==> src/pkg/bridge_cfg_defs.svh <==
// Offsets, field positions, reset values for the bridge header registers
// Assumes byte-addressed configuration space, dword reads with byte enables
`ifndef BRIDGE_CFG_DEFS_SVH
`define BRIDGE_CFG_DEFS_SVH
`define OFF_PRI_LAT 8'h0D
`define OFF_HDR_TYPE 8'h0E
`define OFF_SELF_TEST 8'h0F
`define OFF_BASE_WIN0 8'h10
`define OFF_BASE_WIN1 8'h14
`define OFF_UP_BUS 8'h18
`define OFF_DN_BUS 8'h19
`define OFF_HI_BUS 8'h1A
`define OFF_DN_LAT 8'h1B
`define OFF_IO_BOT 8'h1C
`define OFF_IO_TOP 8'h1D
`define OFF_BRIDGE_LO 8'h10
`define OFF_BRIDGE_HI 8'h3F
`define RST_LAT 8'h00
`define RST_BUS 8'h00
`define VAL_HDR_TYPE 8'h01
`define VAL_SELF_TEST 8'h00
`define VAL_BASE_WIN 32'h0000_0000
`define VAL_IO_CAP 4'h1
`define IO_LOW_BOT 12'h000
`define IO_LOW_TOP 12'hFFF
`define IO_FLD_MSB 7
`define IO_FLD_LSB 4
`endif

==> src/pkg/bridge_cfg_pkg.sv <==
// Types shared by the bridge header register bank
// Assumes nothing beyond the defines header
package bridge_cfg_pkg;
  // Configuration access from the primary side
  typedef struct packed {
    logic valid;
    logic write;
    logic [7:0] addr;
    logic [3:0] be;
    logic [31:0] wdata;
  } cfg_req_s;
  // Type 1 configuration cycle seen on the primary bus
  typedef struct packed {
    logic valid;
    logic [7:0] bus;
  } fwd_req_s;
  // Forwarding decision
  typedef enum logic [1:0] {FWD_NONE, FWD_TYPE0, FWD_TYPE1} fwd_kind_e;
  // Initiator tenure phases
  typedef enum logic [1:0] {TEN_IDLE, TEN_RUN, TEN_EXPIRED} tenure_e;
endpackage : bridge_cfg_pkg

==> src/hw/bridge_config_header_regs.sv <==
// Bridge header registers 0Dh..1Dh, latency timers, config forwarding, I/O window
// Assumes a config port on the primary side; all inputs synchronous to clk
// Contract
// - Primary timer counts from zero at frame
// - Secondary timer expiry ends once grant removed
// - Internal secondary grant drops on other request
// - Header type reads fixed 01h
// - Bridge layout covers bytes 10h to 3Fh
// - Self-test unsupported, reads 00h
// - First base window reads zero, ignores writes
// - Second base window reads zero
// - Three bus numbers read/write, reset zero
// - Highest bus id bounds forwarding
// - Downstream bus match becomes type 0
// - Other subordinate bus stays type 1
// - I/O window low nibble fixed 0001b
// - I/O window upper nibble is address 15:12
// - Window bottom low 12 bits zero
// - Window top low 12 bits FFFh
// - Upper 16 bits from upper-half registers
`timescale 1ns/1ps
`include "bridge_cfg_defs.svh"
module bridge_config_header_regs
  import bridge_cfg_pkg::*;
(
  // Clock and reset
  input wire logic clk,
  input wire logic rst_n,
  // Configuration access
  input wire cfg_req_s cfg_req,
  output logic [31:0] cfg_rdata,
  output logic cfg_ack,
  output logic cfg_in_bridge_layout,
  // Primary initiator
  input wire logic pri_frame_start,
  input wire logic pri_busy,
  input wire logic pri_gnt,
  output logic pri_end_req,
  // Secondary initiator and arbitration
  input wire logic sec_frame_start,
  input wire logic sec_busy,
  input wire logic sec_own_grant,
  input wire logic sec_other_req,
  output logic sec_gnt_int,
  output logic sec_end_req,
  // Configuration forwarding
  input wire fwd_req_s fwd_req,
  output fwd_kind_e fwd_kind,
  // I/O window from upper-half registers
  input wire logic [15:0] io_bot_upper,
  input wire logic [15:0] io_top_upper,
  output logic [31:0] io_win_bot,
  output logic [31:0] io_win_top
);

  // Byte lane merge for a read/write 8-bit field
  function automatic logic [7:0] lane_wr(input logic [7:0] cur, input cfg_req_s r, input logic [7:0] off);
    logic [1:0] ln;
    ln = off[1:0];
    lane_wr = cur;
    if (r.valid && r.write && (r.addr[7:2] == off[7:2]) && r.be[ln]) begin
      lane_wr = r.wdata[8*ln +: 8];
    end
  endfunction : lane_wr

  // Software registers
  logic [7:0] pri_lat_r, pri_lat_nxt; // Primary latency count
  logic [7:0] up_bus_r, up_bus_nxt; // Upstream bus id
  logic [7:0] dn_bus_r, dn_bus_nxt; // Downstream bus id
  logic [7:0] hi_bus_r, hi_bus_nxt; // Highest bus id
  logic [7:0] dn_lat_r, dn_lat_nxt; // Downstream latency count
  logic [3:0] io_bot_r, io_bot_nxt; // Window bottom writable nibble
  logic [3:0] io_top_r, io_top_nxt; // Window top writable nibble
  logic [31:0] rdata_r, rdata_nxt; // Read data
  logic ack_r, ack_nxt; // Access answer
  logic [7:0] io_bot_b, io_top_b; // Full byte views
  logic [7:0] io_bot_w, io_top_w; // Window bytes after write merge

  // Register writes
  always_comb begin
    up_bus_nxt = lane_wr(up_bus_r, cfg_req, `OFF_UP_BUS);
    dn_bus_nxt = lane_wr(dn_bus_r, cfg_req, `OFF_DN_BUS);
    hi_bus_nxt = lane_wr(hi_bus_r, cfg_req, `OFF_HI_BUS);
    pri_lat_nxt = lane_wr(pri_lat_r, cfg_req, `OFF_PRI_LAT);
    dn_lat_nxt = lane_wr(dn_lat_r, cfg_req, `OFF_DN_LAT);
    io_bot_w = lane_wr({io_bot_r, `VAL_IO_CAP}, cfg_req, `OFF_IO_BOT);
    io_top_w = lane_wr({io_top_r, `VAL_IO_CAP}, cfg_req, `OFF_IO_TOP);
    // Capability nibble written by software is dropped
    io_bot_nxt = io_bot_w[`IO_FLD_MSB:`IO_FLD_LSB];
    io_top_nxt = io_top_w[`IO_FLD_MSB:`IO_FLD_LSB];
  end

  assign io_bot_b = {io_bot_r, `VAL_IO_CAP};
  assign io_top_b = {io_top_r, `VAL_IO_CAP};

  // Read mux; one-cycle answer
  always_comb begin
    ack_nxt = cfg_req.valid;
    rdata_nxt = rdata_r;
    if (cfg_req.valid && !cfg_req.write) begin
      unique case (cfg_req.addr[7:2])
        6'h03: rdata_nxt = {`VAL_SELF_TEST, `VAL_HDR_TYPE, pri_lat_r, 8'h00};
        6'h04: rdata_nxt = `VAL_BASE_WIN;
        6'h05: rdata_nxt = `VAL_BASE_WIN;
        6'h06: rdata_nxt = {dn_lat_r, hi_bus_r, dn_bus_r, up_bus_r};
        6'h07: rdata_nxt = {16'h0000, io_top_b, io_bot_b};
        default: rdata_nxt = 32'h0000_0000;
      endcase
    end
  end

  // Register state
  always_ff @(posedge clk or negedge rst_n) begin
    if (!rst_n) begin
      pri_lat_r <= `RST_LAT;
      up_bus_r <= `RST_BUS;
      dn_bus_r <= `RST_BUS;
      hi_bus_r <= `RST_BUS;
      dn_lat_r <= `RST_LAT;
      io_bot_r <= 4'h0;
      io_top_r <= 4'h0;
      rdata_r <= 32'h0000_0000;
      ack_r <= 1'b0;
    end else begin
      pri_lat_r <= pri_lat_nxt;
      up_bus_r <= up_bus_nxt;
      dn_bus_r <= dn_bus_nxt;
      hi_bus_r <= hi_bus_nxt;
      dn_lat_r <= dn_lat_nxt;
      io_bot_r <= io_bot_nxt;
      io_top_r <= io_top_nxt;
      rdata_r <= rdata_nxt;
      ack_r <= ack_nxt;
    end
  end

  assign cfg_rdata = rdata_r;
  assign cfg_ack = ack_r;
  assign cfg_in_bridge_layout = (cfg_req.addr >= `OFF_BRIDGE_LO) && (cfg_req.addr <= `OFF_BRIDGE_HI);

  // Latency timers: tenure phase, clocks since frame, internal grant
  tenure_e pri_st_r, pri_st_nxt; // Primary tenure phase
  tenure_e sec_st_r, sec_st_nxt; // Secondary tenure phase
  logic [7:0] pri_cnt_r, pri_cnt_nxt; // Primary clocks since frame
  logic [7:0] sec_cnt_r, sec_cnt_nxt; // Secondary clocks since frame
  logic sec_gnt_r, sec_gnt_nxt; // Internal secondary grant

  // Primary tenure next state
  always_comb begin
    // Hold unless an event moves the phase
    pri_st_nxt = pri_st_r;
    pri_cnt_nxt = pri_cnt_r;
    unique case (pri_st_r)
      TEN_IDLE: if (pri_frame_start) begin
        pri_st_nxt = TEN_RUN;
        pri_cnt_nxt = 8'h00;
      end
      // Counting while the transaction runs
      TEN_RUN: begin
        if (!pri_busy) begin
          // Finished before expiry
          pri_st_nxt = TEN_IDLE;
        end else if (pri_cnt_r >= pri_lat_r) begin
          // Count reached the programmed latency
          pri_st_nxt = TEN_EXPIRED;
        end else begin
          // One more clock of tenure
          pri_cnt_nxt = pri_cnt_r + 8'h01;
        end
      end
      // Expired: wait for the transaction to end
      TEN_EXPIRED: if (!pri_busy) pri_st_nxt = TEN_IDLE;
      // Unused encoding returns to idle
      default: pri_st_nxt = TEN_IDLE;
    endcase
  end

  // Primary tenure registers
  always_ff @(posedge clk or negedge rst_n) begin
    if (!rst_n) begin
      pri_st_r <= TEN_IDLE;
      pri_cnt_r <= 8'h00;
    end else begin
      pri_st_r <= pri_st_nxt;
      pri_cnt_r <= pri_cnt_nxt;
    end
  end

  // Secondary tenure next state
  always_comb begin
    // Hold unless an event moves the phase
    sec_st_nxt = sec_st_r;
    sec_cnt_nxt = sec_cnt_r;
    unique case (sec_st_r)
      TEN_IDLE: if (sec_frame_start) begin
        sec_st_nxt = TEN_RUN;
        sec_cnt_nxt = 8'h00;
      end
      // Counting while the transaction runs
      TEN_RUN: begin
        if (!sec_busy) begin
          // Finished before expiry
          sec_st_nxt = TEN_IDLE;
        end else if (sec_cnt_r >= dn_lat_r) begin
          // Count reached the programmed latency
          sec_st_nxt = TEN_EXPIRED;
        end else begin
          // One more clock of tenure
          sec_cnt_nxt = sec_cnt_r + 8'h01;
        end
      end
      // Expired: wait for the transaction to end
      TEN_EXPIRED: if (!sec_busy) sec_st_nxt = TEN_IDLE;
      // Unused encoding returns to idle
      default: sec_st_nxt = TEN_IDLE;
    endcase
  end

  // Secondary tenure registers
  always_ff @(posedge clk or negedge rst_n) begin
    if (!rst_n) begin
      sec_st_r <= TEN_IDLE;
      sec_cnt_r <= 8'h00;
    end else begin
      sec_st_r <= sec_st_nxt;
      sec_cnt_r <= sec_cnt_nxt;
    end
  end

  always_comb begin
    // Arbiter grant, dropped while another master asks
    sec_gnt_nxt = sec_own_grant && !sec_other_req;
  end

  // Internal grant register, one clock behind the arbiter
  always_ff @(posedge clk or negedge rst_n) begin
    if (!rst_n) begin
      sec_gnt_r <= 1'b0;
    end else begin
      sec_gnt_r <= sec_gnt_nxt;
    end
  end

  // Grant as seen by the secondary tenure
  assign sec_gnt_int = sec_gnt_r;
  assign pri_end_req = (pri_st_r == TEN_EXPIRED) && pri_busy && !pri_gnt;
  assign sec_end_req = (sec_st_r == TEN_EXPIRED) && sec_busy && !sec_gnt_r;

  // Forwarding decision
  fwd_kind_e fwd_r, fwd_nxt; // Registered cycle kind

  // Forwarding next decision
  always_comb begin
    // No forward unless the bus lies behind the bridge
    fwd_nxt = FWD_NONE;
    if (fwd_req.valid && (fwd_req.bus >= dn_bus_r) && (fwd_req.bus <= hi_bus_r)) begin
      if (fwd_req.bus == dn_bus_r) begin
        // Aimed at the downstream bus itself
        fwd_nxt = FWD_TYPE0;
      end else begin
        // Further down, passed on unchanged
        fwd_nxt = FWD_TYPE1;
      end
    end
  end

  // Forwarding decision register
  always_ff @(posedge clk or negedge rst_n) begin
    if (!rst_n) begin
      fwd_r <= FWD_NONE;
    end else begin
      fwd_r <= fwd_nxt;
    end
  end

  // Window addresses
  logic [31:0] bot_r, bot_nxt; // Window bottom address
  logic [31:0] top_r, top_nxt; // Window top address

  // Window next addresses
  always_comb begin
    bot_nxt = {io_bot_upper, io_bot_r, `IO_LOW_BOT};
    top_nxt = {io_top_upper, io_top_r, `IO_LOW_TOP};
  end

  // Window registers; reset shows the lowest window
  always_ff @(posedge clk or negedge rst_n) begin
    if (!rst_n) begin
      bot_r <= 32'h0000_0000;
      top_r <= 32'h0000_0FFF;
    end else begin
      bot_r <= bot_nxt;
      top_r <= top_nxt;
    end
  end

  // Registered outputs
  assign fwd_kind = fwd_r;
  assign io_win_bot = bot_r;
  assign io_win_top = top_r;

endmodule : bridge_config_header_regs

==> config.mk <==
export PLATFORM = sky130hd
export DESIGN_NAME = bridge_config_header_regs
export DESIGN_NICKNAME = d
export VERILOG_FILES = /design/src/pkg/bridge_cfg_pkg.sv /design/src/hw/bridge_config_header_regs.sv
export VERILOG_INCLUDE_DIRS = /design/src /design/src/pkg
export SDC_FILE = /design/constraint.sdc
export NUM_CORES = 1
export LEC_CHECK = 0
export BUFFER_PORTS_ARGS = -buffer_cell sky130_fd_sc_hd__buf_2
export CAP_MARGIN = 20
export CORE_MARGIN = 4
export CORE_UTILIZATION = 51
export CTS_CLUSTER_DIAMETER = 150
export CTS_CLUSTER_SIZE = 16
export DETAILED_ROUTE_END_ITERATION = 10
export GPL_TIMING_DRIVEN = 0
export MAX_ROUTING_LAYER = met4
export PLACE_DENSITY = 0.79
export SLEW_MARGIN = 20
export SYNTH_ARGS = -nofsm -noshare
export SYNTH_HDL_FRONTEND = slang
export SYNTH_SLANG_ARGS = --single-unit
export TNS_END_PERCENT = 20
==> constraint.sdc <==
create_clock -name clk -period 2.3 [get_ports clk]
set_input_delay 0.23 -clock clk [delete_from_list [all_inputs] [get_ports clk]]
set_output_delay 0.23 -clock clk [all_outputs]
set_load 0.01 [all_outputs]
# Word level (Yosys, flattened, before mapping)
# Cells that the tools add are included.
# word_totals
ff_bits,144
inputBits,96
output_inout_bits,103
word_cells,96
# classes
addsub,2
magnitude_cmp,6
n_eq_ne,18
muxes,21
reduce_logical,32
# ops
cell,n
32-bit case mux with 3 select lines,1
8-bit 2-to-1 mux,6
8-bit case mux with 2 select lines,2
8-bit greater-or-equal comparator,3
1-bit logical AND,20
2-bit 2-to-1 mux,10
8-bit by 1-bit adder with 8-bit output (second input constant),2
2-bit != test (second input constant),8
6-bit by 3-bit equality test with 1-bit output (second input constant),2
2-bit case mux with 3 select lines,2
8-bit equality test,1
8-bit by 5-bit greater-or-equal comparator with 1-bit output (second input constant),1
8-bit by 6-bit <= comparator with 1-bit output (second input constant),1
8-bit <= comparator,1
4-bit AND reduction,2
6-bit by 2-bit equality test with 1-bit output (second input constant),1
3-bit != test (second input constant),2
3-bit AND reduction,2
2-bit by 1-bit equality test with 1-bit output (second input constant),2
2-bit equality test (second input constant),2
1-bit zero test,4
2-bit zero test,2
2-bit nonzero test,2

# Logic depth before layout (Yosys ltp)
# logic_depth
word_depth,4
ltp_mapped,8
ltp_nobuf,7

# Worst setup path before layout
# Ideal clock, no wire load.
# synth_timing
path_type,flip-flop to flip-flop
start,reg sec_cnt_r[0]
end,reg sec_cnt_r[4]
setup_ns,0.069
t_arrival_ns,2.003
t_required_ns,2.231
setup_slack_ns,0.228
stages_incl_launch_ff,8
n_path_buf,0
period_less_slack_ns,2.072
path_cell_list,dfrtp_1 -> inv_1 -> ha_1 -> nand2b_4 -> a2111oi_4 -> o311ai_2 -> or4_1 -> nand3_1
# synth_via
elab_chain_cells,4
elab_cells_between_ends,7
classes_between,add/sub (1); order compare (1); eq/ne (1); mux (3); reduce/logical (1)
# synth_rtl
item,line_no,text
start: declaration,bridge_config_header_regs.sv:145,"logic [7:0] sec_cnt_r, sec_cnt_nxt;"
start signal: assignment,bridge_config_header_regs.sv:226,sec_cnt_r <= sec_cnt_nxt;
8-bit by 1-bit adder with 8-bit output,bridge_config_header_regs.sv:209,sec_cnt_nxt = sec_cnt_r + 8'h01;
8-bit 2-to-1 mux,bridge_config_header_regs.sv:204,end else if (sec_cnt_r >= dn_lat_r) begin
8-bit 2-to-1 mux,bridge_config_header_regs.sv:201,if (!sec_busy) begin
8-bit case mux with 2 select lines,bridge_config_header_regs.sv:194,unique case (sec_st_r)
# Parallel ways exist; a longest one is shown, timed or not. The select of a mux whose other input is x is not followed.
# A chain may end at the register's enable or synchronous reset.

# Worst setup path after layout
# layout_timing
start,reg sec_cnt_r[5]
end,reg sec_cnt_r[4]
# layout_via
elab_chain_cells,3
# layout_rtl
item,line_no
8-bit greater-or-equal comparator,bridge_config_header_regs.sv:204
2-bit != test (no line),-
4-bit AND reduction (no line),-
# No other way between the ends.

==> out/metrics.yaml <==
detailed_routing:
  drc: 0
  finalWirelength_mm: 17.55
  drt_iter0_drc: 383
  viasPerCell: 5.243
  wl_per_cell_um: 17.43
  antenna_left: 0
  vias: 5280
  firstDrtPassIters: 5
grt:
  gr-total-overflow: 0
  grt_usage_pct: 24.83
  grt_pass1_wl_mm: 27.46
  grt_antenna_before_repair: 3
  grt_max_degree: 82
  grt_pass1_vias: 5571
place:
  place_area_um2: 7831
  gp_congestion: 0.8780
  portBuffers: 172
  dpl.hpwl_mm: 12.11
  dp_cells: 934
layout:
  syn_to_final_growth_pct: 34.32
  fin_area_um2: 8912
  layout_commonest_cell: "buf_2"
  final_cells: 1007
  final_cell_mix: "174 x buf_2, 142 x dfrtp_1, 60 x nand2_1, 35 x dlygate4sd3_1"
  nNetsFinal: 949
  final_util_pct: 70.34
  drive_above_1_share_pct: 35.46
critical_path:
  required_ns: 2.65
  cp.arrival_ns: 2.55
  startpoint_type: "flop"
  cp-end-kind: "flop"
  worst_path_max_delay_cell: "or4_1"
  path_cells: "ha_1 -> a41o_1 -> a21oi_2 -> o311ai_4 -> or4_1 -> nand3_1"
  worstPathBufferInverterCount: 0
  cpPeakStageDelay_ns: 0.53
  critical_path_class: "reg2reg"
  cp_top_family: "compound AO/OA/AOI/OAI gates"
  critical_path_peak_fanout: 8
logic_synthesis:
  syn_area_um2: 6635
  yosysUniqueCellTypes: 55
  yosys_warnings: 0
  synthArstFlopShare_pct: 100.0
  yosysSeqAreaShare_pct: 54.31
  synth_top_area_share_pct: 54.31
  synth_area_leader_cell: "dfrtp_1"
  synth_area_leaders: "dfrtp_1 54%, mux2_4 6.8%, ha_1 6.4%, nand2_1 3.4%, buf_4 2.7%"
  syn-instance-count: 567
  ys_seq_elements: 144
  syn_area_per_cell_um2: 11.70
  synth_edf_count: 0
  ys.flop_type: "dfrtp_1"
clocking:
  cts.sinks: 144
  ctsHtreeMaxLevel: 4
  root_buffer: "clkbuf_16"
  cts_tree: "done"
  cts_buffers: 17
  clk_pin_slew_ns: 0.06
  clk_latency_ns: 0.42
  clock_path_buffers: 2
floorplan:
  start_util_pct: 52.36
  die_area_um2: 14900
  ios: 199
  die_h_um: 122.1
  core-area_um2: 12670
  rows: 41
  dieWidth_um: 122.1
sta:
  fmax_ghz: 0.4538
  timing.final.max_slew_violations: 0
  setup_viol: 0
  clock_skew_ns: 0.006313
  fin_crit_sh_pct: 95.81
  relSlewSlack_pct: 52.09
  fin_crit_ns: 2.204
  grt_setup_unrepaired: "false"
  hold_viol: 0
  tightestPinTransition_ns: 0.7187
flow_run:
  max_cap_violations: 0
pwr:
  power.leakage_nw: 4.607
  power_density_nw_per_um2: 717.4
  irDropWorstVdd_mv: 0.3992
min_path:
  holdCritPathClass: "in2reg"
status:
  outcome: "complete, no violations"
==> Yosys cell counts, types with 5 or more instances <==
cell type / n
nand3_1: 19
a21o_1: 5
o31ai_1: 21
mux2i_1: 9
o211ai_1: 9
nor2_1: 26
nand2b_1: 9
dfrtp_1: 144
nand4_1: 10
o21a_1: 5
ha_1: 34
mux2_2: 9
a21oi_1: 15
nand2_1: 60
inv_1: 33
mux2_4: 30
clkbuf_1: 11
and3_1: 7
o21ai_0: 23
buf_4: 24
==> through the flow <==
step | hold WS (ns) | setup slack (ns) | total power, mW | setup TNS, ns
floorplan | -0.06559 | 0.2276 | 3.190 | 0
finish | 0.03728 | 0.09640 | 6.393 | 0
global placement | 0.3375 | -0.8401 | 3.472 | -119.47
detailed placement | 0.2028 | -0.03940 | 3.517 | -0.04283
CTS | 0.02115 | 0.007124 | 6.369 | 0
global route | 0.03009 | 0.0007097 | 6.664 | 0
==> final cells by class <==
class / count / area (um^2)
inverter: 33 / 123.9
tap: 172 / 215.2
buffer: 42 / 264.0
multi-input combinational: 370 / 2819
fill: 928 / 3759
antenna: 3 / 7.507
timing repair buffer: 211 / 1271
clock buffer: 19 / 442.9
sequential: 144 / 3606
clock inverter: 13 / 162.7
==> layer usage <==
metal	up-vias	track usage, %	wire [um]
met5	-	-	0
met4	0	11.41	428
met3	37	5.246	1175
met2	225	40.44	8932
met1	2547	29.79	7015
li1	2471	-	-
==> power breakdown <==
part | switching, mW | total (mW) | internal [mW] | leakage [nW]
registers | 0.0764 | 2.73 | 2.66 | 1.88
clock network | 1.06 | 2.80 | 1.73 | 0.289
logic | 0.474 | 0.860 | 0.387 | 2.44
==> path summary, 6_finish.rpt <==
path,startpoint,to,slack (ns),cells after the start
setup / recovery,sec_cnt_r[5]$_DFFE_PN0P_,sec_cnt_r[4]$_DFFE_PN0P_,0.1,6
min in group asynchronous,rst_n,io_win_bot[26]$_DFF_PN0_,0.35,2
setup reg to reg,sec_cnt_r[5]$_DFFE_PN0P_,sec_cnt_r[4]$_DFFE_PN0P_,0.1,6
max in group asynchronous,rst_n,hi_bus_r[1]$_DFFE_PN0P_,1.20,3
hold reg to reg,io_bot_r[3]$_DFFE_PN0P_,io_win_bot[15]$_DFF_PN0_,0.40,0
hold / removal,cfg_req[22],hi_bus_r[6]$_DFFE_PN0P_,0.04,2
==> what timing repair did <==
item                                   4_1_cts  5_1_grt
setup endpoints to repair                    3        9
pin swaps                                    0        3
buffers inserted                             0        3
endpoints found under the hold margin       97        0
gates resized for setup                      5       11
hold buffers                                35        0
==> registers in the layout, indices dropped and copies added (netlist names) <==
signal	flops
cfg_rdata	32
io_win_bot	20
io_win_top	20
dn_bus_r	8
dn_lat_r	8
hi_bus_r	8
pri_cnt_r	8
pri_lat_r	8
sec_cnt_r	8
up_bus_r	8
io_bot_r	4
io_top_r	4
fwd_kind	2
pri_st_r	2
sec_st_r	2
cfg_ack	1
sec_gnt_int	1
==> logic make-up (layout without fill, tap and decap cells) <==
kind of cell	count (synthesis)	in the layout	synth area share, %
flip-flops	144	144	54.31
multiplexers	50	50	10.01
AO/OA/AOI/OAI	102	102	10.90
other	2	27	0.1132
adder cells (fa/ha/maj)	34	34	6.411
buffers and inverters	75	318	5.808
AND/OR/NAND/NOR	160	160	12.45
==> worst register-to-register path, cell delays in order, from the launching register on <==
cell	delay (ns)
dfrtp_1	0.47
ha_1	0.33
a41o_1	0.26
a21oi_2	0.24
o311ai_4	0.21
or4_1	0.53
nand3_1	0.10
Power figures use the tool's default switching activity.
